--- src/design/srcc_pkg.sv ---
// Constants for the standby, reset and clock control block
package srcc_pkg;
    // Register offsets (4-bit address, 8-bit data)
    localparam logic [3:0] SRCC_CTRL_OFS = 4'h0;
    localparam logic [3:0] SRCC_GATE_OFS = 4'h1;
    localparam logic [3:0] SRCC_BLK_OFS = 4'h2;
    localparam logic [3:0] SRCC_STAT_OFS = 4'h3;
    localparam logic [3:0] SRCC_IRQS_OFS = 4'h4;
    localparam logic [3:0] SRCC_IRQM_OFS = 4'h5;
    // Control register fields
    localparam int SRCC_CTRL_HALT = 0;
    localparam int SRCC_CTRL_STOP = 1;
    localparam int SRCC_CTRL_MIE = 2;
    localparam int SRCC_CTRL_LOWSEL = 3;
    // Interrupt status fields
    localparam int SRCC_EV_TICK = 0;
    localparam int SRCC_EV_WAKE = 1;
    localparam int SRCC_EV_BRK = 2;
    localparam int SRCC_EV_REFUSE = 3;
    // Stop gate unlock keys
    localparam logic [7:0] SRCC_KEY1 = 8'h5a;
    localparam logic [7:0] SRCC_KEY2 = 8'ha5;
    // Reset values
    localparam logic [7:0] SRCC_CTRL_RST = 8'h00;
    localparam logic [7:0] SRCC_BLK_RST = 8'h00;
    localparam logic [3:0] SRCC_IRQM_RST = 4'h0;
    // PLL output divided by sixteen gives the start-up system clock
    localparam int SRCC_SYS_DIV = 16;
    localparam logic [3:0] SRCC_DIV_LAST = 4'(SRCC_SYS_DIV - 1);
    // Break reset hold time to the CPU
    localparam int SRCC_BRK_HOLD_NS = 40;
    localparam int SRCC_CLK_PERIOD_NS = 4;
    localparam logic [3:0] SRCC_BRK_CYC = 4'(SRCC_BRK_HOLD_NS / SRCC_CLK_PERIOD_NS);
    // Number of peripheral blocks and interrupt sources
    localparam int SRCC_NPER = 8;
    localparam int SRCC_NIRQ = 8;
    // Power states
    typedef enum logic [1:0] {
        SRCC_RUN = 2'b00,
        SRCC_HALT = 2'b01,
        SRCC_STOP = 2'b10
    } srcc_state_t;
endpackage

--- src/design/srcc_top.sv ---
// Standby, reset scope and system clock control
//
// The implementer's own choices: the register addresses and the strobed register port.
`timescale 1ns/1ps
module srcc_top
    import srcc_pkg::*;
(
    // Clock and reset
    input wire logic ref_clk,
    input wire logic rst,
    // External pins
    input wire logic reset_pin_n,
    input wire logic low_tick_pin,
    // CPU side
    input wire logic break_instruction,
    input wire logic [SRCC_NIRQ-1:0] irq_enable,
    input wire logic [SRCC_NIRQ-1:0] irq_request,
    output logic cpu_clk_en,
    output logic cpu_reset,
    output logic pll_run,
    // Register port
    input wire logic [3:0] addr,
    input wire logic [7:0] wdata,
    input wire logic wr,
    input wire logic rd,
    output logic [7:0] rdata,
    output logic irq,
    // Peripheral blocks
    output logic [SRCC_NPER-1:0] periph_rst,
    output logic [SRCC_NPER-1:0] periph_clk_en
);
    // Synchronisers and edges
    logic [1:0] pin_sync;
    logic [2:0] tick_sync;
    logic pin_rst;
    logic low_tick;
    logic sfr_rst;
    // Registers and state
    srcc_state_t state, next_state;
    logic [3:0] div_cnt, next_div_cnt;
    logic [3:0] brk_cnt, next_brk_cnt;
    logic halt_request_bit, next_halt_request_bit;
    logic stop_request_bit, next_stop_request_bit;
    logic master_irq_enable, next_master_irq_enable;
    logic clk_low_sel, next_clk_low_sel;
    logic stop_code_gate, next_stop_code_gate;
    logic key_half, next_key_half;
    logic [7:0] peripheral_block_ctrl, next_peripheral_block_ctrl;
    logic [3:0] irq_stat, next_irq_stat;
    logic [3:0] irq_mask, next_irq_mask;
    logic [7:0] next_rdata;
    logic next_cpu_clk_en, next_cpu_reset, next_pll_run, next_irq;
    logic low_osc_seen, next_low_osc_seen;
    // Decodes
    logic pend, wake, div_tick, periph_tick;
    logic [3:0] events;

    assign pin_rst = !pin_sync[1];
    assign sfr_rst = rst || pin_rst;
    assign low_tick = tick_sync[1] && !tick_sync[2];
    assign pend = |(irq_enable & irq_request);
    assign wake = pend;
    assign div_tick = (div_cnt == SRCC_DIV_LAST);
    assign periph_tick = (state != SRCC_STOP) && div_tick;

    // Two-stage synchronisers for pin inputs
    always_ff @(posedge ref_clk)
    begin
        if (rst)
        begin
            pin_sync <= 2'h0;
            tick_sync <= 3'h0;
        end
        else
        begin
            pin_sync <= {pin_sync[0], reset_pin_n};
            tick_sync <= {tick_sync[1:0], low_tick_pin};
        end
    end

    // Power state, divider and break reset stretch
    always_comb
    begin
        next_state = state;
        next_div_cnt = div_cnt + 4'h1;
        next_brk_cnt = (brk_cnt != 4'h0) ? brk_cnt - 4'h1 : 4'h0;
        if (break_instruction)
            next_brk_cnt = SRCC_BRK_CYC;
        unique case (state)
            SRCC_RUN:
            begin
                // Takes effect at once; the trailing no-operations cover the pipeline
                if (stop_request_bit)
                    next_state = SRCC_STOP;
                else if (halt_request_bit)
                    next_state = SRCC_HALT;
            end
            SRCC_HALT:
            begin
                if (wake)
                    next_state = SRCC_RUN;
            end
            SRCC_STOP:
            begin
                if (wake)
                    next_state = SRCC_RUN;
            end
            default:
                next_state = SRCC_RUN;
        endcase
        if (state == SRCC_STOP)
            next_div_cnt = 4'h0;
        // CPU clock: PLL/16 by default, low tick when selected
        next_cpu_clk_en = (state == SRCC_RUN)
            && (clk_low_sel ? low_tick : div_tick);
        next_pll_run = (next_state != SRCC_STOP);
        // Pin or break reset reaches the CPU; RAM has no clear path at all
        next_cpu_reset = pin_rst || (next_brk_cnt != 4'h0);
    end

    always_ff @(posedge ref_clk)
    begin
        if (sfr_rst)
        begin
            state <= SRCC_RUN;
            div_cnt <= 4'h0;
            brk_cnt <= 4'h0;
            cpu_clk_en <= 1'b0;
            cpu_reset <= 1'b1;
            pll_run <= 1'b1;
        end
        else
        begin
            state <= next_state;
            div_cnt <= next_div_cnt;
            brk_cnt <= next_brk_cnt;
            cpu_clk_en <= next_cpu_clk_en;
            cpu_reset <= next_cpu_reset;
            pll_run <= next_pll_run;
        end
    end

    // Register file; only pin or power-on reset initialises it
    always_comb
    begin
        next_halt_request_bit = halt_request_bit;
        next_stop_request_bit = stop_request_bit;
        next_master_irq_enable = master_irq_enable;
        next_clk_low_sel = clk_low_sel;
        next_stop_code_gate = stop_code_gate;
        next_key_half = key_half;
        next_peripheral_block_ctrl = peripheral_block_ctrl;
        next_irq_mask = irq_mask;
        next_low_osc_seen = low_osc_seen || low_tick;
        next_rdata = 8'h00;
        events = 4'h0;
        events[SRCC_EV_TICK] = low_tick;
        events[SRCC_EV_WAKE] = (state != SRCC_RUN) && wake;
        events[SRCC_EV_BRK] = break_instruction;
        if (wr)
        begin
            unique case (addr)
                SRCC_CTRL_OFS:
                begin
                    next_halt_request_bit = wdata[SRCC_CTRL_HALT];
                    next_master_irq_enable = wdata[SRCC_CTRL_MIE];
                    next_clk_low_sel = wdata[SRCC_CTRL_LOWSEL];
                    if (wdata[SRCC_CTRL_STOP] && !stop_code_gate)
                        events[SRCC_EV_REFUSE] = 1'b1;
                    else
                        next_stop_request_bit = wdata[SRCC_CTRL_STOP];
                end
                SRCC_GATE_OFS:
                begin
                    next_key_half = (wdata == SRCC_KEY1);
                    if (key_half && wdata == SRCC_KEY2)
                    begin
                        if (!master_irq_enable && pend)
                            events[SRCC_EV_REFUSE] = 1'b1;
                        else
                            next_stop_code_gate = 1'b1;
                    end
                end
                SRCC_BLK_OFS: next_peripheral_block_ctrl = wdata;
                SRCC_IRQM_OFS: next_irq_mask = wdata[3:0];
                default: ;
            endcase
        end
        // Request bits consumed on entering standby; the gate only on entering stop
        if (state == SRCC_RUN && stop_request_bit)
        begin
            next_stop_request_bit = 1'b0;
            next_stop_code_gate = 1'b0;
        end
        if (state == SRCC_RUN && halt_request_bit)
            next_halt_request_bit = 1'b0;
        // Read clears status; a new event in that cycle wins
        next_irq_stat = ((rd && addr == SRCC_IRQS_OFS) ? 4'h0 : irq_stat) | events;
        if (rd)
        begin
            unique case (addr)
                SRCC_CTRL_OFS: next_rdata = {4'h0, clk_low_sel, master_irq_enable,
                    stop_request_bit, halt_request_bit};
                SRCC_GATE_OFS: next_rdata = {7'h00, stop_code_gate};
                SRCC_BLK_OFS: next_rdata = peripheral_block_ctrl;
                // No bit here or anywhere tells a pin reset apart
                SRCC_STAT_OFS: next_rdata = {4'h0, low_osc_seen, stop_code_gate,
                    state};
                SRCC_IRQS_OFS: next_rdata = {4'h0, irq_stat};
                SRCC_IRQM_OFS: next_rdata = {4'h0, irq_mask};
                default: next_rdata = 8'h00;
            endcase
        end
        next_irq = |(next_irq_stat & next_irq_mask);
    end

    // Break reset does not reach these flops
    always_ff @(posedge ref_clk)
    begin
        if (sfr_rst)
        begin
            halt_request_bit <= SRCC_CTRL_RST[SRCC_CTRL_HALT];
            stop_request_bit <= SRCC_CTRL_RST[SRCC_CTRL_STOP];
            master_irq_enable <= SRCC_CTRL_RST[SRCC_CTRL_MIE];
            clk_low_sel <= SRCC_CTRL_RST[SRCC_CTRL_LOWSEL];
            stop_code_gate <= 1'b0;
            key_half <= 1'b0;
            peripheral_block_ctrl <= SRCC_BLK_RST;
            irq_stat <= 4'h0;
            irq_mask <= SRCC_IRQM_RST;
            low_osc_seen <= 1'b0;
            rdata <= 8'h00;
            irq <= 1'b0;
        end
        else
        begin
            halt_request_bit <= next_halt_request_bit;
            stop_request_bit <= next_stop_request_bit;
            master_irq_enable <= next_master_irq_enable;
            clk_low_sel <= next_clk_low_sel;
            stop_code_gate <= next_stop_code_gate;
            key_half <= next_key_half;
            peripheral_block_ctrl <= next_peripheral_block_ctrl;
            irq_stat <= next_irq_stat;
            irq_mask <= next_irq_mask;
            low_osc_seen <= next_low_osc_seen;
            rdata <= next_rdata;
            irq <= next_irq;
        end
    end

    // Per-peripheral reset and clock gates
    genvar gi;
    generate
        for (gi = 0; gi < SRCC_NPER; gi++)
        begin : g_blk
            srcc_blk_gate u_gate (
                .ref_clk(ref_clk),
                .rst(sfr_rst),
                .block_bit(peripheral_block_ctrl[gi]),
                .clk_tick(periph_tick),
                .periph_rst(periph_rst[gi]),
                .periph_clk_en(periph_clk_en[gi])
            );
        end
    endgenerate
endmodule // srcc_top

--- src/design/srcc_blk_gate.sv ---
// One peripheral's reset and clock gate
`timescale 1ns/1ps
module srcc_blk_gate
    import srcc_pkg::*;
(
    // Clock and reset
    input wire logic ref_clk,
    input wire logic rst,
    // Control
    input wire logic block_bit,
    input wire logic clk_tick,
    // Peripheral side
    output logic periph_rst,
    output logic periph_clk_en
);
    logic next_periph_rst;
    logic next_periph_clk_en;

    // Block bit set: held in reset, clock stopped
    always_comb
    begin
        next_periph_rst = block_bit;
        next_periph_clk_en = clk_tick && !block_bit;
    end

    // Register outputs
    always_ff @(posedge ref_clk)
    begin
        if (rst)
        begin
            periph_rst <= 1'b1;
            periph_clk_en <= 1'b0;
        end
        else
        begin
            periph_rst <= next_periph_rst;
            periph_clk_en <= next_periph_clk_en;
        end
    end
endmodule // srcc_blk_gate

--- config.mk ---
export PLATFORM = sky130hd
export DESIGN_NAME = srcc_top
export DESIGN_NICKNAME = d
export VERILOG_FILES = /design/src/design/srcc_pkg.sv /design/src/design/srcc_top.sv /design/src/design/srcc_blk_gate.sv
export SDC_FILE = /design/constraint.sdc
export NUM_CORES = 1
export LEC_CHECK = 0
export ABC_AREA = 1
export BUFFER_PORTS_ARGS = -buffer_cell sky130_fd_sc_hd__buf_2
export CORE_UTILIZATION = 48
export CTS_CLUSTER_DIAMETER = 100
export DETAILED_ROUTE_END_ITERATION = 6
export PLACE_DENSITY = 0.74
export SLEW_MARGIN = 20
export SYNTH_ARGS = -nofsm -noshare
export SYNTH_HDL_FRONTEND = slang
export SYNTH_SLANG_ARGS = --single-unit
--- constraint.sdc ---
create_clock -name ref_clk -period 1.4 [get_ports ref_clk]
set_clock_uncertainty 0.2 [all_clocks]
set_input_delay 0.07 -clock ref_clk [delete_from_list [all_inputs] [get_ports ref_clk]]
set_output_delay 0.07 -clock ref_clk [all_outputs]
set_load 0.03 [all_outputs]
Word-level counts from Yosys, hierarchy flattened
Index checks and enable logic that the tools add are counted.
{"block": "word_totals", "regBits": 66, "inputBits": 35, "out_inout_bits": 28}
{"block": "classes", "addsub": 2, "n_eq_ne": 12, "muxes": 16, "bitwise_logic": 6, "reduce_logical": 50}
{"op": "$pmux W8 S6", "count": 1}
{"op": "$mux W4", "count": 5}
{"op": "$logic_and A1 B1 Y1", "count": 18}
{"op": "$logic_not A1 Y1", "count": 12}
{"op": "$reduce_or A2 Y1", "count": 5}
{"op": "$and A8 B8 Y8", "count": 1}
{"op": "$eq A4 B2 Y1 const B", "count": 2}
{"op": "$eq A4 B3 Y1 const B", "count": 2}
{"op": "$eq A8 B7 Y1 const B", "count": 1}
{"op": "$eq A8 B8 Y1 const B", "count": 1}
{"op": "$reduce_bool A4 Y1", "count": 2}
{"op": "$reduce_or A8 Y1", "count": 1}
{"op": "$mux W2", "count": 3}
{"op": "$reduce_and A2 Y1", "count": 3}
{"op": "$mux W1", "count": 5}
{"op": "$add A4 B1 Y4 const B", "count": 1}
{"op": "$and A4 B4 Y4", "count": 1}
{"op": "$eq A4 B1 Y1 const B", "count": 1}
{"op": "$eq A4 B4 Y1 const B", "count": 1}
{"op": "$logic_not A4 Y1", "count": 1}
{"op": "$ne A2 B2 Y1 const B", "count": 2}
{"op": "$or A4 B4 Y4", "count": 1}
{"op": "$pmux W2 S2", "count": 1}
{"op": "$reduce_and A4 Y1", "count": 1}
{"op": "other kinds (10)", "count": 14}

Logic depth before layout (Yosys ltp)
Gate-level depths: netlist (run 1).
{"block": "depth", "depth_word": 10, "mapped_depth": 11, "ltp_nobuf": 11}

Hierarchy
Synthesis (run 1) repeated with hierarchy kept, for this count alone.
{"block": "hier_totals", "cells_unflattened": 340, "area_unflattened_um2": 2626.3}
{"module": "srcc_top", "n_inst": 1, "cells_each": 292, "area_per_inst_um2": 2165.8, "seq_area_each_um2": 1001.0}
{"module": "srcc_blk_gate", "n_inst": 8, "cells_each": 6, "area_per_inst_um2": 57.6, "seq_area_each_um2": 40.0}

Worst setup path after synthesis (run 1)
Ideal clock, no wire load.
{"block": "synth_timing", "kind": "register to register", "startpoint": "register state[1]", "endpoint": "register pll_run", "t_arrival_ns": 1.063, "required_ns": 1.083, "path_slack_ns": 0.020, "stages_incl_launch_ff": 8, "n_path_buf": 0, "cell_sequence": "dfxtp_1 > inv_1 > ha_1 > nand2_1 > o22ai_1 > nand2_1 > nor2_1 > nand2_1"}
{"block": "synth_via", "elab_chain_cells": 4}
{"element": "from (decl)", "line_no": "srcc_top.sv:39", "rtl": "srcc_state_t state, next_state;"}
{"element": "from (signal assigned)", "line_no": "srcc_top.sv:134", "rtl": "state <= next_state;"}
{"element": "$eq A2 B2 Y1 (tied with other cells)", "line_no": "srcc_top.sv:89", "rtl": "unique case (state)"}
{"element": "$reduce_or A2 Y1 (no line) or $mux W2 (tied branches)"}
{"element": "$pmux W2 S2 (*)", "line_no": "srcc_top.sv:89"}
{"element": "$ne A2 B2 Y1 (*)", "line_no": "srcc_top.sv:116", "rtl": "next_pll_run = (next_state != SRCC_STOP);"}
{"element": "to (signal assigned)", "line_no": "srcc_top.sv:139", "rtl": "pll_run <= next_pll_run;"}
{"element": "to (decl)", "line_no": "srcc_top.sv:20", "rtl": "output logic pll_run,"}
Every way passes the cells marked *; elsewhere a longest branch is shown, timed or not.
A chain may end at the register's enable or synchronous reset.

Worst setup path after layout (run 1)
{"block": "layout_timing", "startpoint": "register pin_sync[1]", "endpoint": "register div_cnt[3]"}
{"block": "layout_via", "elab_chain_cells": 3}
{"element": "from (decl)", "line_no": "srcc_top.sv:33", "rtl": "logic [1:0] pin_sync;"}
{"element": "from (signal assigned)", "line_no": "srcc_top.sv:76", "rtl": "pin_sync <= {pin_sync[0], reset_pin_n};"}
{"element": "$logic_not A1 Y1", "line_no": "srcc_top.sv:58", "rtl": "assign pin_rst = !pin_sync[1];"}
{"element": "$logic_or A1 B1 Y1", "line_no": "srcc_top.sv:59", "rtl": "assign sfr_rst = rst || pin_rst;"}
{"element": "$reduce_or A2 Y1 (no line)"}
{"element": "to (signal assigned)", "line_no": "srcc_top.sv:135", "rtl": "div_cnt <= next_div_cnt;"}
{"element": "to (decl)", "line_no": "srcc_top.sv:40", "rtl": "logic [3:0] div_cnt, next_div_cnt;"}
Every way passes these cells.

==> impl_summary.txt, run 1 <==
----------------------------------------------------
[Status]
  Outcome ... finished, violations left
  Violations in the final reports ... hold timing

[Global routing]
  Grt ovf ... 0
  Wire length of the first global-routing pass ... roughly 9400 um
  Via count of the first global-routing pass ... 2247
  Initial antenna violation count ... 0
  GRT Resource Usage Total ... between 20% and 30%
  Largest net degree at the start of global routing ... 27

[Yosys]
  Synthesis-stage register bit count ... 66
  Number of instances in the synthesized netlist ... around 340
  Number of enable-type register cells in the synthesized netlist ... 0
  Synthesized area per cell ... 7.82 um2
  Number of nets produced by synthesis ... 380
  Cell area after synthesis ... 2670 um2
  Ys async rst share ... 0%
  Number of distinct library cells after synthesis ... 27
  Synth warnings ... 0
  Fraction of the yosys area taken by sequential cells ... 49.6%
  Top flip-flop cell by instance count after synthesis ... sky130_fd_sc_hd__dfxtp_1

[Place]
  Area of placed instances ... between 3000 and 4000 um2
  Worst slack, placed ... -0.0116 ns
  Number of port buffers ... 62
  Total placed cells including tap cells ... 463
  Routability congestion estimate ... 0.965
  HPWL after DPL ... between 4000 and 5000 um

[STA]
  # setup viols final ... 0
  Top achievable clock speed ... roughly 740 MHz
  Actual slew at the worst max-slew pin ... 0.392 ns
  Remaining max-slew budget at the tightest pin ... 73.2%
  Final critical-path share of the clock period ... ~97%
  Final period demand of the worst path ... 1.35 ns
  Total count of max-transition violations in the final report ... 0
  Worst Hold Slack ... -0.0308 ns
  Final critical-path setup slack ... a little under 0.05 ns
  Unrepaired setup endpoints after global routing ... true
  Final count of hold timing violations ... 2

[Worst hold path]
  End point of the most critical hold path ... irq_mask[3]$_SDFF_PP0_
  Hold_sp ... addr[3]
  Number of cells on the worst hold path ... 4
  Hold/Removal Path Class ... in -> reg

[Die]
  Initial standard-cell utilization of the core ... 50.9%
  I/O pin total ... 63
  Standard-cell rows ... 26
  Overall die width ... ~77 um
  Placeable core region ... roughly 5200 um2
  Area enclosed by the die boundary ... 5860 um2
  Die Span Y ... 76.5 um

[Route]
  Post-detailed-route via-to-cell ratio ... 4.81
  Count of unresolved DRC violations after routing ... 0
  Number of detailed-route iterations in the first pass ... 4
  Drt first-iter violations ... 136
  Final WL ... 5760 um
  Vias ... 2382
  Routed wire length per instance ... 11.6 um
  Antenna violation net count after detailed routing ... 0

[Pwr]
  Overall power consumption ... 3.88 mW
  Clock group share of total power ... 44.4%
  Switching share of total power ... 22.3%
  Combinational share of power ... 6.7%
  Net switching power of the design ... 0.866 mW
  Worst vdd rail ir drop ... about 0.77 mV
  Power density cells ... approximately 1100 nW/um2
  Int Power ... between 3 and 4 mW
  Sequential power share ... 48.9%
  Pleak ... ~1.5 nW

[Clock network]
  Clock slew at reported path FFs ... 0.07 ns
  CTS sink count ... between 60 and 70
  Clk_lat worst skew ... 0.35 ns
  CTS tree ... done
  Longest Clk Path Bufs ... 2
  Clock root cell ... sky130_fd_sc_hd__clkbuf_8
  Number of levels the H-tree was split into ... 3
  Number of CTS-inserted buffers ... 9

[Run]
  Max_cap viols ... 0

[Worst setup path]
  Category of the worst setup path launch point ... register
  Worst Setup SP ... pin_sync[1]$_SDFF_PP0_
  Setup crit end kind ... register
  Worst reg2reg path depth ... 6
  Req. time, crit path ... 1.48 ns
  Critical path type ... reg -> reg
  Largest fanout of any net on the critical path ... 26
  Critical register-to-register path endpoint ... div_cnt[3]$_SDFF_PP0_
  CP Data Arrival Time ... approximately 1.4 ns
  Startpoint of the worst-slack reg-to-reg timing path ... pin_sync[1]$_SDFF_PP0_
  Flop2flop setup slack ... 0.05 ns

[Layout]
  Final standard cell count with taps included and fillers excluded ... 495
  Leading cell types in the layout, fill and taps excluded ... sky130_fd_sc_hd__dfxtp_1, sky130_fd_sc_hd__buf_2, sky130_fd_sc_hd__nand2_1, sky130_fd_sc_hd__nor2_1, sky130_fd_sc_hd__inv_1
  Final std cell area, no fill ... approximately 3500 um2
  Number of inserted filler cells in the final layout ... 452
  Antenna diodes ... 0
  Most common cell after layout, fill and taps aside ... sky130_fd_sc_hd__dfxtp_1
  Layout net count ... 459
  Layout cell share with drive strength beyond 1 ... 27.1%
  Synth-to-layout area growth ... 30.3%

----------------------------------------------------
==> flip-flops by register name (all words and copies together), names as in the netlist, 2 cells and up <==
| signal | count |
|---|---|
| g_blk.u_gate.periph_clk_en | 8 |
| g_blk.u_gate.periph_rst | 8 |
| peripheral_block_ctrl | 8 |
| rdata | 8 |
| brk_cnt | 4 |
| div_cnt | 4 |
| irq_mask | 4 |
| irq_stat | 4 |
| tick_sync | 3 |
| pin_sync | 2 |
| state | 2 |
==> logic make-up after synthesis <==
family	share of synthesized area, %
AOI/OAI and AO/OA	12.3
and+or+nand+nor	23.6
DFF	49.6
adders and majority gates	1.88
buffers and inverters	12.7
==> timing repair <==
action                                 in CTS  in global routing
endpoints found under the hold margin      40                  0
cloned                                      0                  0
pin swaps                                   1                  7
gates resized for setup                     3                 16
hold buffers                               19                  0
setup buffers                               0                  2
setup endpoints to repair                   1                 20
==> cell type report <==
type                       instances  area (um2)  share of cell area [%]
sequential                        66        1330                    38.1
multi-input combinational        203        1050                    30.1
timing repair buffer              88         598                    17.2
inverter                          52         199                    5.73
tap                               70        87.6                    2.52
clock buffer                      10         128                    3.67
clock inverter                     6        91.3                    2.63
==> how the worst max path moves through the flow <==
| stage | to | slack (ns) | depth (start not counted) |
|---|---|---|---|
| floorplan | pll_run$_SDFF_PP1_ | 0.02 | 7 |
| global placement | pll_run$_SDFF_PP1_ | 0.03 | 7 |
| detailed placement | pll_run$_SDFF_PP1_ | -0.01 | 7 |
| CTS | pll_run$_SDFF_PP1_ | 0.007 | 7 |
| global route | irq$_SDFF_PP0_ | -0.04 | 7 |
| finish | div_cnt[3]$_SDFF_PP0_ | 0.05 | 6 |
==> cell usage after synthesis, types with 5 or more instances <==
library cell | number | area share [%]
sky130_fd_sc_hd__dfxtp_1 | 66 | 50
sky130_fd_sc_hd__nand2_1 | 54 | 7.6
sky130_fd_sc_hd__nor2_1 | 50 | 7.0
sky130_fd_sc_hd__inv_1 | 47 | 6.6
sky130_fd_sc_hd__a21oi_1 | 23 | 4.3
sky130_fd_sc_hd__buf_4 | 17 | 4.8
sky130_fd_sc_hd__o21ai_0 | 17 | 3.2
sky130_fd_sc_hd__nand3_1 | 11 | 2.1
sky130_fd_sc_hd__nor3_1 | 10 | 1.9
sky130_fd_sc_hd__o22ai_1 | 9 | 2.1
sky130_fd_sc_hd__inv_2 | 5 | 0.70
==> power by group through the flow <==
stage,Clock [mW],Combinational [mW],Sequential (mW)
global route,1.85,0.285,1.90
detailed placement,0,0.215,1.94
finish,1.73,0.259,1.90
global placement,0,0.214,1.94
floorplan,0,0.111,1.94
CTS,1.76,0.255,1.90
==> metal layers <==
| layer | vias to the layer above | routed length [um] | GRT usage (%) |
|---|---|---|---|
| met5 | - | 0 | 0 |
| met4 | 0 | 126 | 7.50 |
| met3 | 11 | 347 | 7.66 |
| met2 | 72 | 2860 | 36.8 |
| met1 | 1061 | 2430 | 23.5 |
| li1 | 1238 | - | - |
==> worst max-delay path: stages (launching register included) <==
cell                       delay, ns
sky130_fd_sc_hd__dfxtp_1        0.31
sky130_fd_sc_hd__inv_1          0.05
sky130_fd_sc_hd__nor2_4         0.14
sky130_fd_sc_hd__buf_12         0.18
sky130_fd_sc_hd__nand2_1        0.11
sky130_fd_sc_hd__o21bai_1       0.17
sky130_fd_sc_hd__a21oi_1        0.11
==> through the flow <==
stage	setup TNS (ns)	utilization [%]	hold WS, ns
global route	-0.0996	66.3	0.00116
finish	0	66.3	-0.0308
global placement	0	57.5	0.0695
floorplan	0	-	-0.0588
CTS	0	65.6	-0.0419
detailed placement	-0.0116	57.5	0.0815
No activity file was read; power rests on OpenSTA's default activity.
==> run 2, diff against run 1 <==
--- a/config.mk
+++ b/config.mk
@@ -7,6 +7,7 @@
 export LEC_CHECK = 0
 export ABC_AREA = 1
 export BUFFER_PORTS_ARGS = -buffer_cell sky130_fd_sc_hd__buf_2
+export CORE_ASPECT_RATIO = 0.5
 export CORE_UTILIZATION = 48
 export CTS_CLUSTER_DIAMETER = 100
 export DETAILED_ROUTE_END_ITERATION = 6
==> impl_summary.txt, run 2 (synthesized netlist as in run 1, its figures left out) <==
----------------------------------------------------
[Status]
  Outcome ... finished, violations left
  Violations in the final reports ... hold timing, setup timing

[Die]
  Area enclosed by the die boundary ... 5870 um2 (+0.31%)
  Placeable core region ... 5130 um2 (-2.0%)
  Die Span Y ... 54.7 um (-29%)
  Overall die width ... 107 um (+40%)
  Standard-cell rows ... 18 (-31%)
  I/O pin total ... 63 (unchanged)
  Initial standard-cell utilization of the core ... 51.9% (+1.0 points)

[STA]
  Total Negative Setup Slacks ... -0.0137 ns (-0.0137 ns)
  Final count of hold timing violations ... 3 (+1)
  Final critical-path share of the clock period ... 101% (+4.4 points)
  Actual slew at the worst max-slew pin ... 0.416 ns (+0.0238 ns)
  Total count of max-transition violations in the final report ... 0 (unchanged)
  Top achievable clock speed ... 707 MHz (-4.4%)
  Unrepaired setup endpoints after global routing ... true
  Remaining max-slew budget at the tightest pin ... 72.2% (-0.98 points)
  Worst Hold Slack ... -0.0331 ns (-0.00231 ns)
  # setup viols final ... 1 (+1)
  Final period demand of the worst path ... 1.41 ns (+0.0621 ns)
  Final critical-path setup slack ... -0.0137 ns (-0.0621 ns)

[Layout]
  Antenna diodes ... 0 (unchanged)
  Most common cell after layout, fill and taps aside ... sky130_fd_sc_hd__dfxtp_1
  Synth-to-layout area growth ... 32.2%
  Final std cell area, no fill ... 3520 um2 (+1.4%)
  Number of inserted filler cells in the final layout ... 400 (-12%)
  Leading cell types in the layout, fill and taps excluded ... sky130_fd_sc_hd__dfxtp_1, sky130_fd_sc_hd__buf_2, sky130_fd_sc_hd__nand2_1, sky130_fd_sc_hd__nor2_1, sky130_fd_sc_hd__inv_1
  Layout net count ... 462 (+0.65%)
  Final standard cell count with taps included and fillers excluded ... 498 (+0.61%)
  Post-route core utilization ... 68.6% (+2.3 points)
  Layout cell share with drive strength beyond 1 ... 29.2% (+2.1 points)

[Clock network]
  Number of levels the H-tree was split into ... 3 (unchanged)
  Clk_lat worst skew ... 0.34 ns (about the same)
  Clock root cell ... sky130_fd_sc_hd__clkbuf_8
  Longest Clk Path Bufs ... 2 (unchanged)
  Number of CTS-inserted buffers ... 9 (unchanged)
  CTS tree ... done
  CTS sink count ... 66 (unchanged)
  Clock slew at reported path FFs ... 0.07 ns (about the same)

[Route]
  Detail Route met3 WL ... 457 um (+32%)
  Antenna violation net count after detailed routing ... 0 (unchanged)
  Final WL ... 6180 um (+7.3%)
  Post-detailed-route via-to-cell ratio ... 4.88 (+1.4%)
  Highest routed layer ... met4
  Number of detailed-route iterations in the first pass ... 4 (unchanged)
  Vias ... 2431 (+2.1%)
  Count of unresolved DRC violations after routing ... 0 (unchanged)
  Drt first-iter violations ... 134 (-1.5%)
  Met2 wirelength from detailed routing ... 2820 um (-1.4%)
  Routed length on met1 ... 2840 um (+17%)
  Routed wire length per instance ... 12.4 um (+6.7%)

[Place]
  Area of placed instances ... 3010 um2 (unchanged)
  Total placed cells including tap cells ... 463 (unchanged)
  Number of port buffers ... 62 (unchanged)
  Routability congestion estimate ... 0.942 (-2.4%)
  Worst slack, placed ... -0.00675 ns (+0.00482 ns)
  HPWL after DPL ... 4330 um (+6.1%)

[Worst setup path]
  Setup crit end kind ... register
  Category of the worst setup path launch point ... register
  Req. time, crit path ... 1.43 ns (-0.05 ns)
  Critical path type ... reg -> reg
  Largest fanout of any net on the critical path ... 3 (-88%)
  CP Data Arrival Time ... 1.45 ns (about the same)

[Pwr]
  Pleak ... 1.45 nW (-1.3%)
  Power density cells ... 1110 nW/um2 (-0.56%)
  Worst vdd rail ir drop ... 0.606 mV (-21%)

[Global routing]
  Initial antenna violation count ... 0 (unchanged)
  Grt ovf ... 0 (unchanged)
  GRT Resource Usage Total ... 22.1% (+1.0 points)
  Largest net degree at the start of global routing ... 22 (-19%)
  Via count of the first global-routing pass ... 2132 (-5.1%)
  Wire length of the first global-routing pass ... 9490 um (+0.58%)

[Run]
  Max_cap viols ... 0 (unchanged)

[Worst hold path]
  Hold/Removal Path Class ... in -> reg

----------------------------------------------------
==> run 2: cell types whose count changed in the layout (fill, tap and decap cells not counted), moves of 2 or more <==
cell                             change
sky130_fd_sc_hd__nand2_2             -2
sky130_fd_sc_hd__dfxtp_2             +2
sky130_fd_sc_hd__clkinvlp_4          +3
sky130_fd_sc_hd__buf_2               +2
sky130_fd_sc_hd__nor3_1              -3
sky130_fd_sc_hd__dlymetal6s4s_1      -2
sky130_fd_sc_hd__clkinv_4            -2
sky130_fd_sc_hd__dfxtp_1             -2
sky130_fd_sc_hd__nor3_2              +3
sky130_fd_sc_hd__nand2_1             +2
==> run 2: per-layer routing <==
metal  vias to the layer above  global-route usage (%)
met3                        10                    5.83
met4                         0                    10.0
met2                        84                    37.7
met1                      1096                    27.2
li1                       1241                       -
met5                         -                       0
==> run 2: worst max-delay path: stages (launching register included) <==
cell                      delay (ns)
sky130_fd_sc_hd__dfxtp_2        0.33
sky130_fd_sc_hd__inv_1          0.08
sky130_fd_sc_hd__ha_4           0.27
sky130_fd_sc_hd__nand2_1        0.04
sky130_fd_sc_hd__o22ai_1        0.14
sky130_fd_sc_hd__nand2_1        0.10
sky130_fd_sc_hd__nor2_2         0.10
sky130_fd_sc_hd__nand2_1        0.05
==> run 2: final cells by class <==
cell class / instances / area [um2] / area share, %
Clock inverter: 6 / 91.3 / 2.59
Inverter: 52 / 199 / 5.64
Multi-Input combinational cell: 203 / 1060 / 30.1
Tap cell: 70 / 87.6 / 2.48
Sequential cell: 66 / 1330 / 37.7
Clock buffer: 10 / 128 / 3.62
Timing Repair Buffer: 91 / 629 / 17.9
==> run 2: timing repair <==
item | CTS | global route
pin swaps | 0 | 3
gates cloned | 0 | 1
setup endpoints to repair | 3 | 14
hold buffers | 17 | 1
setup buffers | 0 | 3
endpoints found under the hold margin | 38 | 2
resized for setup | 2 | 23
==> run 2: worst paths after layout <==
path | startpoint | endpoint | slack [ns] | cells past startpoint
setup reg to reg | state[0]$_SDFF_PP0_ | pll_run$_SDFF_PP1_ | -0.01 | 7
hold / removal | rst | cpu_reset$_SDFF_PP1_ | -0.03 | 4
hold reg to reg | tick_sync[0]$_SDFF_PP0_ | tick_sync[1]$_SDFF_PP0_ | 0.21 | 2
setup / recovery | state[0]$_SDFF_PP0_ | pll_run$_SDFF_PP1_ | -0.01 | 7
==> run 2: stage by stage <==
step,hold slack (ns),power (mW)
after CTS,-0.0381,3.92
after detailed placement,0.0770,2.15
after global placement,0.0715,2.15
final,-0.0331,3.92
after floorplan,-0.0588,2.05
after global routing,-0.0107,4.05
==> run 2: power by group <==
part           switching, mW  internal, mW  total, mW
Sequential           0.00505          1.89       1.90
Combinational          0.147         0.122      0.269
Clock                  0.745          1.01       1.75
Total                  0.898          3.02       3.92
==> run 3, diff against run 2 <==
--- a/config.mk
+++ b/config.mk
@@ -5,13 +5,12 @@
 export SDC_FILE = /design/constraint.sdc
 export NUM_CORES = 1
 export LEC_CHECK = 0
-export ABC_AREA = 1
 export BUFFER_PORTS_ARGS = -buffer_cell sky130_fd_sc_hd__buf_2
 export CORE_ASPECT_RATIO = 0.5
-export CORE_UTILIZATION = 48
+export CORE_UTILIZATION = 47
 export CTS_CLUSTER_DIAMETER = 100
 export DETAILED_ROUTE_END_ITERATION = 6
-export PLACE_DENSITY = 0.74
+export PLACE_DENSITY_LB_ADDON = 0.15
 export SLEW_MARGIN = 20
 export SYNTH_ARGS = -nofsm -noshare
 export SYNTH_HDL_FRONTEND = slang
==> impl_summary.txt, run 3 <==
----------------------------------------------------
[Status]
  Outcome ... finished, violations left
  Violations in the final reports ... hold timing, setup timing

[Die]
  Die Span Y ... 55.1 um (+0.77%)
  Initial standard-cell utilization of the core ... 51.2% (-0.72 points)
  Area enclosed by the die boundary ... 5970 um2 (+1.6%)
  Standard-cell rows ... 18 (unchanged)
  Placeable core region ... 5180 um2 (+0.88%)
  I/O pin total ... 63 (unchanged)
  Overall die width ... 108 um (+0.78%)

[STA]
  Top achievable clock speed ... 664 MHz (-6.1%)
  Final period demand of the worst path ... 1.51 ns (+0.0913 ns)
  Worst Hold Slack ... -0.0325 ns (+0.000552 ns)
  # setup viols final ... 11 (+10)
  Total count of max-transition violations in the final report ... 0 (unchanged)
  Final critical-path setup slack ... -0.105 ns (-0.0913 ns)
  Final count of hold timing violations ... 1 (-2)
  Remaining max-slew budget at the tightest pin ... 75.8% (+3.6 points)
  Unrepaired setup endpoints after global routing ... true
  Final critical-path share of the clock period ... 108% (+6.5 points)
  Actual slew at the worst max-slew pin ... 0.362 ns (-0.0535 ns)

[Pwr]
  Power density cells ... 1080 nW/um2 (-2.6%)
  Pleak ... 1.70 nW (+18%)
  Worst vdd rail ir drop ... 0.818 mV (+35%)

[Global routing]
  GRT Resource Usage Total ... 23.4% (+1.2 points)
  Wire length of the first global-routing pass ... 9890 um (+4.2%)
  Initial antenna violation count ... 0 (unchanged)
  Largest net degree at the start of global routing ... 16 (-27%)
  Via count of the first global-routing pass ... 2081 (-2.4%)
  Grt ovf ... 0 (unchanged)

[Yosys]
  Area contributors post-synth ... sky130_fd_sc_hd__dfxtp_1, sky130_fd_sc_hd__mux2i_1, sky130_fd_sc_hd__nor2_1
  Most frequent cell after synthesis ... sky130_fd_sc_hd__dfxtp_1
  Fraction of the yosys area taken by sequential cells ... 49.8% (+0.26 points)
  Number of distinct library cells after synthesis ... 45 (+67%)
  Synthesized area per cell ... 9.86 um2 (+26%)
  Most numerous cell types in the synthesized netlist ... sky130_fd_sc_hd__dfxtp_1, sky130_fd_sc_hd__nor2_1, sky130_fd_sc_hd__buf_4
  Synthesis-stage register bit count ... 66 (unchanged)
  Number of instances in the synthesized netlist ... 269 (-21%)
  Synth warnings ... 0 (unchanged)
  Number of enable-type register cells in the synthesized netlist ... 0 (unchanged)
  Area share of the largest cell type after synthesis ... 49.8% (+0.26 points)
  Cell area after synthesis ... 2650 um2 (-0.52%)
  Number of nets produced by synthesis ... 308 (-19%)
  Ys async rst share ... 0% (unchanged)
  Top flip-flop cell by instance count after synthesis ... sky130_fd_sc_hd__dfxtp_1
  Top cell type by total area after synthesis ... sky130_fd_sc_hd__dfxtp_1

[Route]
  Post-detailed-route via-to-cell ratio ... 5.17 (+5.9%)
  Antenna violation net count after detailed routing ... 0 (unchanged)
  Routed wire length per instance ... 15.1 um (+22%)
  Number of detailed-route iterations in the first pass ... 4 (unchanged)
  Vias ... 2393 (-1.6%)
  Count of unresolved DRC violations after routing ... 0 (unchanged)
  Drt first-iter violations ... 138 (+3.0%)
  Final WL ... 7010 um (+13%)

[Worst setup path]
  Maximum cell stage delay along the critical path ... 0.41 ns (+0.08 ns)
  Cell with the largest stage delay on the worst path ... sky130_fd_sc_hd__a2111o_1
  Critical path type ... reg -> reg
  Category of the worst setup path launch point ... register
  Req. time, crit path ... 1.41 ns (-0.02 ns)
  Setup crit end kind ... register
  Largest fanout of any net on the critical path ... 3 (unchanged)
  Cells along the critical path ... nor4_2 -> a32o_1 -> a21o_1 -> a2111o_1
  CP Data Arrival Time ... 1.51 ns (+0.06 ns)

[Place]
  Number of port buffers ... 62 (unchanged)
  Worst slack, placed ... -0.386 ns (-0.379 ns)
  HPWL after DPL ... 4390 um (+1.3%)
  Area of placed instances ... 3210 um2 (+6.8%)
  Routability congestion estimate ... 0.923 (-2.0%)
  Total placed cells including tap cells ... 418 (-9.7%)

[Layout]
  Multi-input gate area ... 1290 um2 (+22%)
  Sequential standard cell area ... 1330 um2 (+0.38%)
  Final std cell area, no fill ... 3960 um2 (+12%)
  Number of inserted filler cells in the final layout ... 356 (-11%)
  Leading cell types in the layout, fill and taps excluded ... sky130_fd_sc_hd__buf_2, sky130_fd_sc_hd__dfxtp_1, sky130_fd_sc_hd__buf_4, sky130_fd_sc_hd__nor2_1, sky130_fd_sc_hd__dlygate4sd3_1
  Synth-to-layout area growth ... 49.2%
  Most common cell after layout, fill and taps aside ... sky130_fd_sc_hd__buf_2
  Final standard cell count with taps included and fillers excluded ... 463 (-7.0%)
  Antenna diodes ... 0 (unchanged)
  Layout net count ... 427 (-7.6%)
  Layout cell share with drive strength beyond 1 ... 44.0% (+15 points)

[Clock network]
  CTS sink count ... 66 (unchanged)
  Longest Clk Path Bufs ... 2 (unchanged)
  Hold_buf cts ... 22 (+5)
  CTS tree ... done
  Number of levels the H-tree was split into ... 3 (unchanged)
  Number of CTS-inserted buffers ... 9 (unchanged)
  Clk_lat worst skew ... 0.33 ns (about the same)
  Clock slew at reported path FFs ... 0.06 ns (about the same)
  Clock root cell ... sky130_fd_sc_hd__clkbuf_16

[Worst hold path]
  Hold/Removal Path Class ... in -> reg

[Run]
  Max_cap viols ... 0 (unchanged)

----------------------------------------------------
## run 3: power breakdown
group	switching (mW)	internal, mW	total (mW)
clock	0.832	1.24	2.07
combinational	0.144	0.164	0.308
sequential	0.00730	1.89	1.90
total	0.983	3.30	4.28
## run 3: through the flow
stage	total power [mW]	setup TNS, ns	utilization [%]
6_report	4.28	-0.461	76.4
5_1_grt	4.41	-0.785	76.4
4_1_cts	4.28	-0.0657	73.3
3_5_place_dp	2.18	-2.43	62.1
3_3_place_gp	2.17	-1.92	62.1
2_1_floorplan	2.06	-0.339	-
## run 3: what timing repair did
item	4_1_cts	5_1_grt
gates resized for setup	17	30
pin swaps	10	12
setup endpoints to repair	19	21
buffers inserted	2	5
hold endpoints to repair	28	1
## run 3: critical path, delay by kind of cell (launching register included)
kind | cells | cell delay [ns]
simple gates | 1 | 0.04
flops | 1 | 0.35
compound gates | 3 | 0.80
## run 3: cells by family after synthesis
group	share of synthesized area (%)
xor+xnor	0.660
fa+ha+maj	1.89
compound gates	10.1
flops	49.8
buf+inv	8.40
simple gates	21.4
mux	7.69
## run 3: path summary, 6_finish.rpt
path,depth (start not counted),end,slack (ns),from
max,4,irq$_SDFF_PP0_,-0.11,stop_code_gate$_SDFFE_PP0P_
min,3,irq_stat[0]$_SDFF_PP0_,-0.03,rst
max reg2reg,4,irq$_SDFF_PP0_,-0.11,stop_code_gate$_SDFFE_PP0P_
min reg2reg,1,pin_sync[1]$_SDFF_PP0_,0.24,pin_sync[0]$_SDFF_PP0_
## run 3: area by class of cell
type / instances / share of cell area (%)
tap: 70 / 2.21
multi-input combinational: 170 / 32.7
timing repair buffer: 136 / 23.8
inverter: 5 / 0.538
clock buffer: 10 / 6.04
clock inverter: 6 / 1.08
sequential: 66 / 33.7
## run 3: routing by layer
layer  wire length [um]  up-vias  global-route usage (%)
met5                  0        -                       0
met2               3350      111                    41.3
li1                   -     1158                       -
met1               3010     1108                    27.8
met4                172        0                    9.59
met3                472       16                    6.44
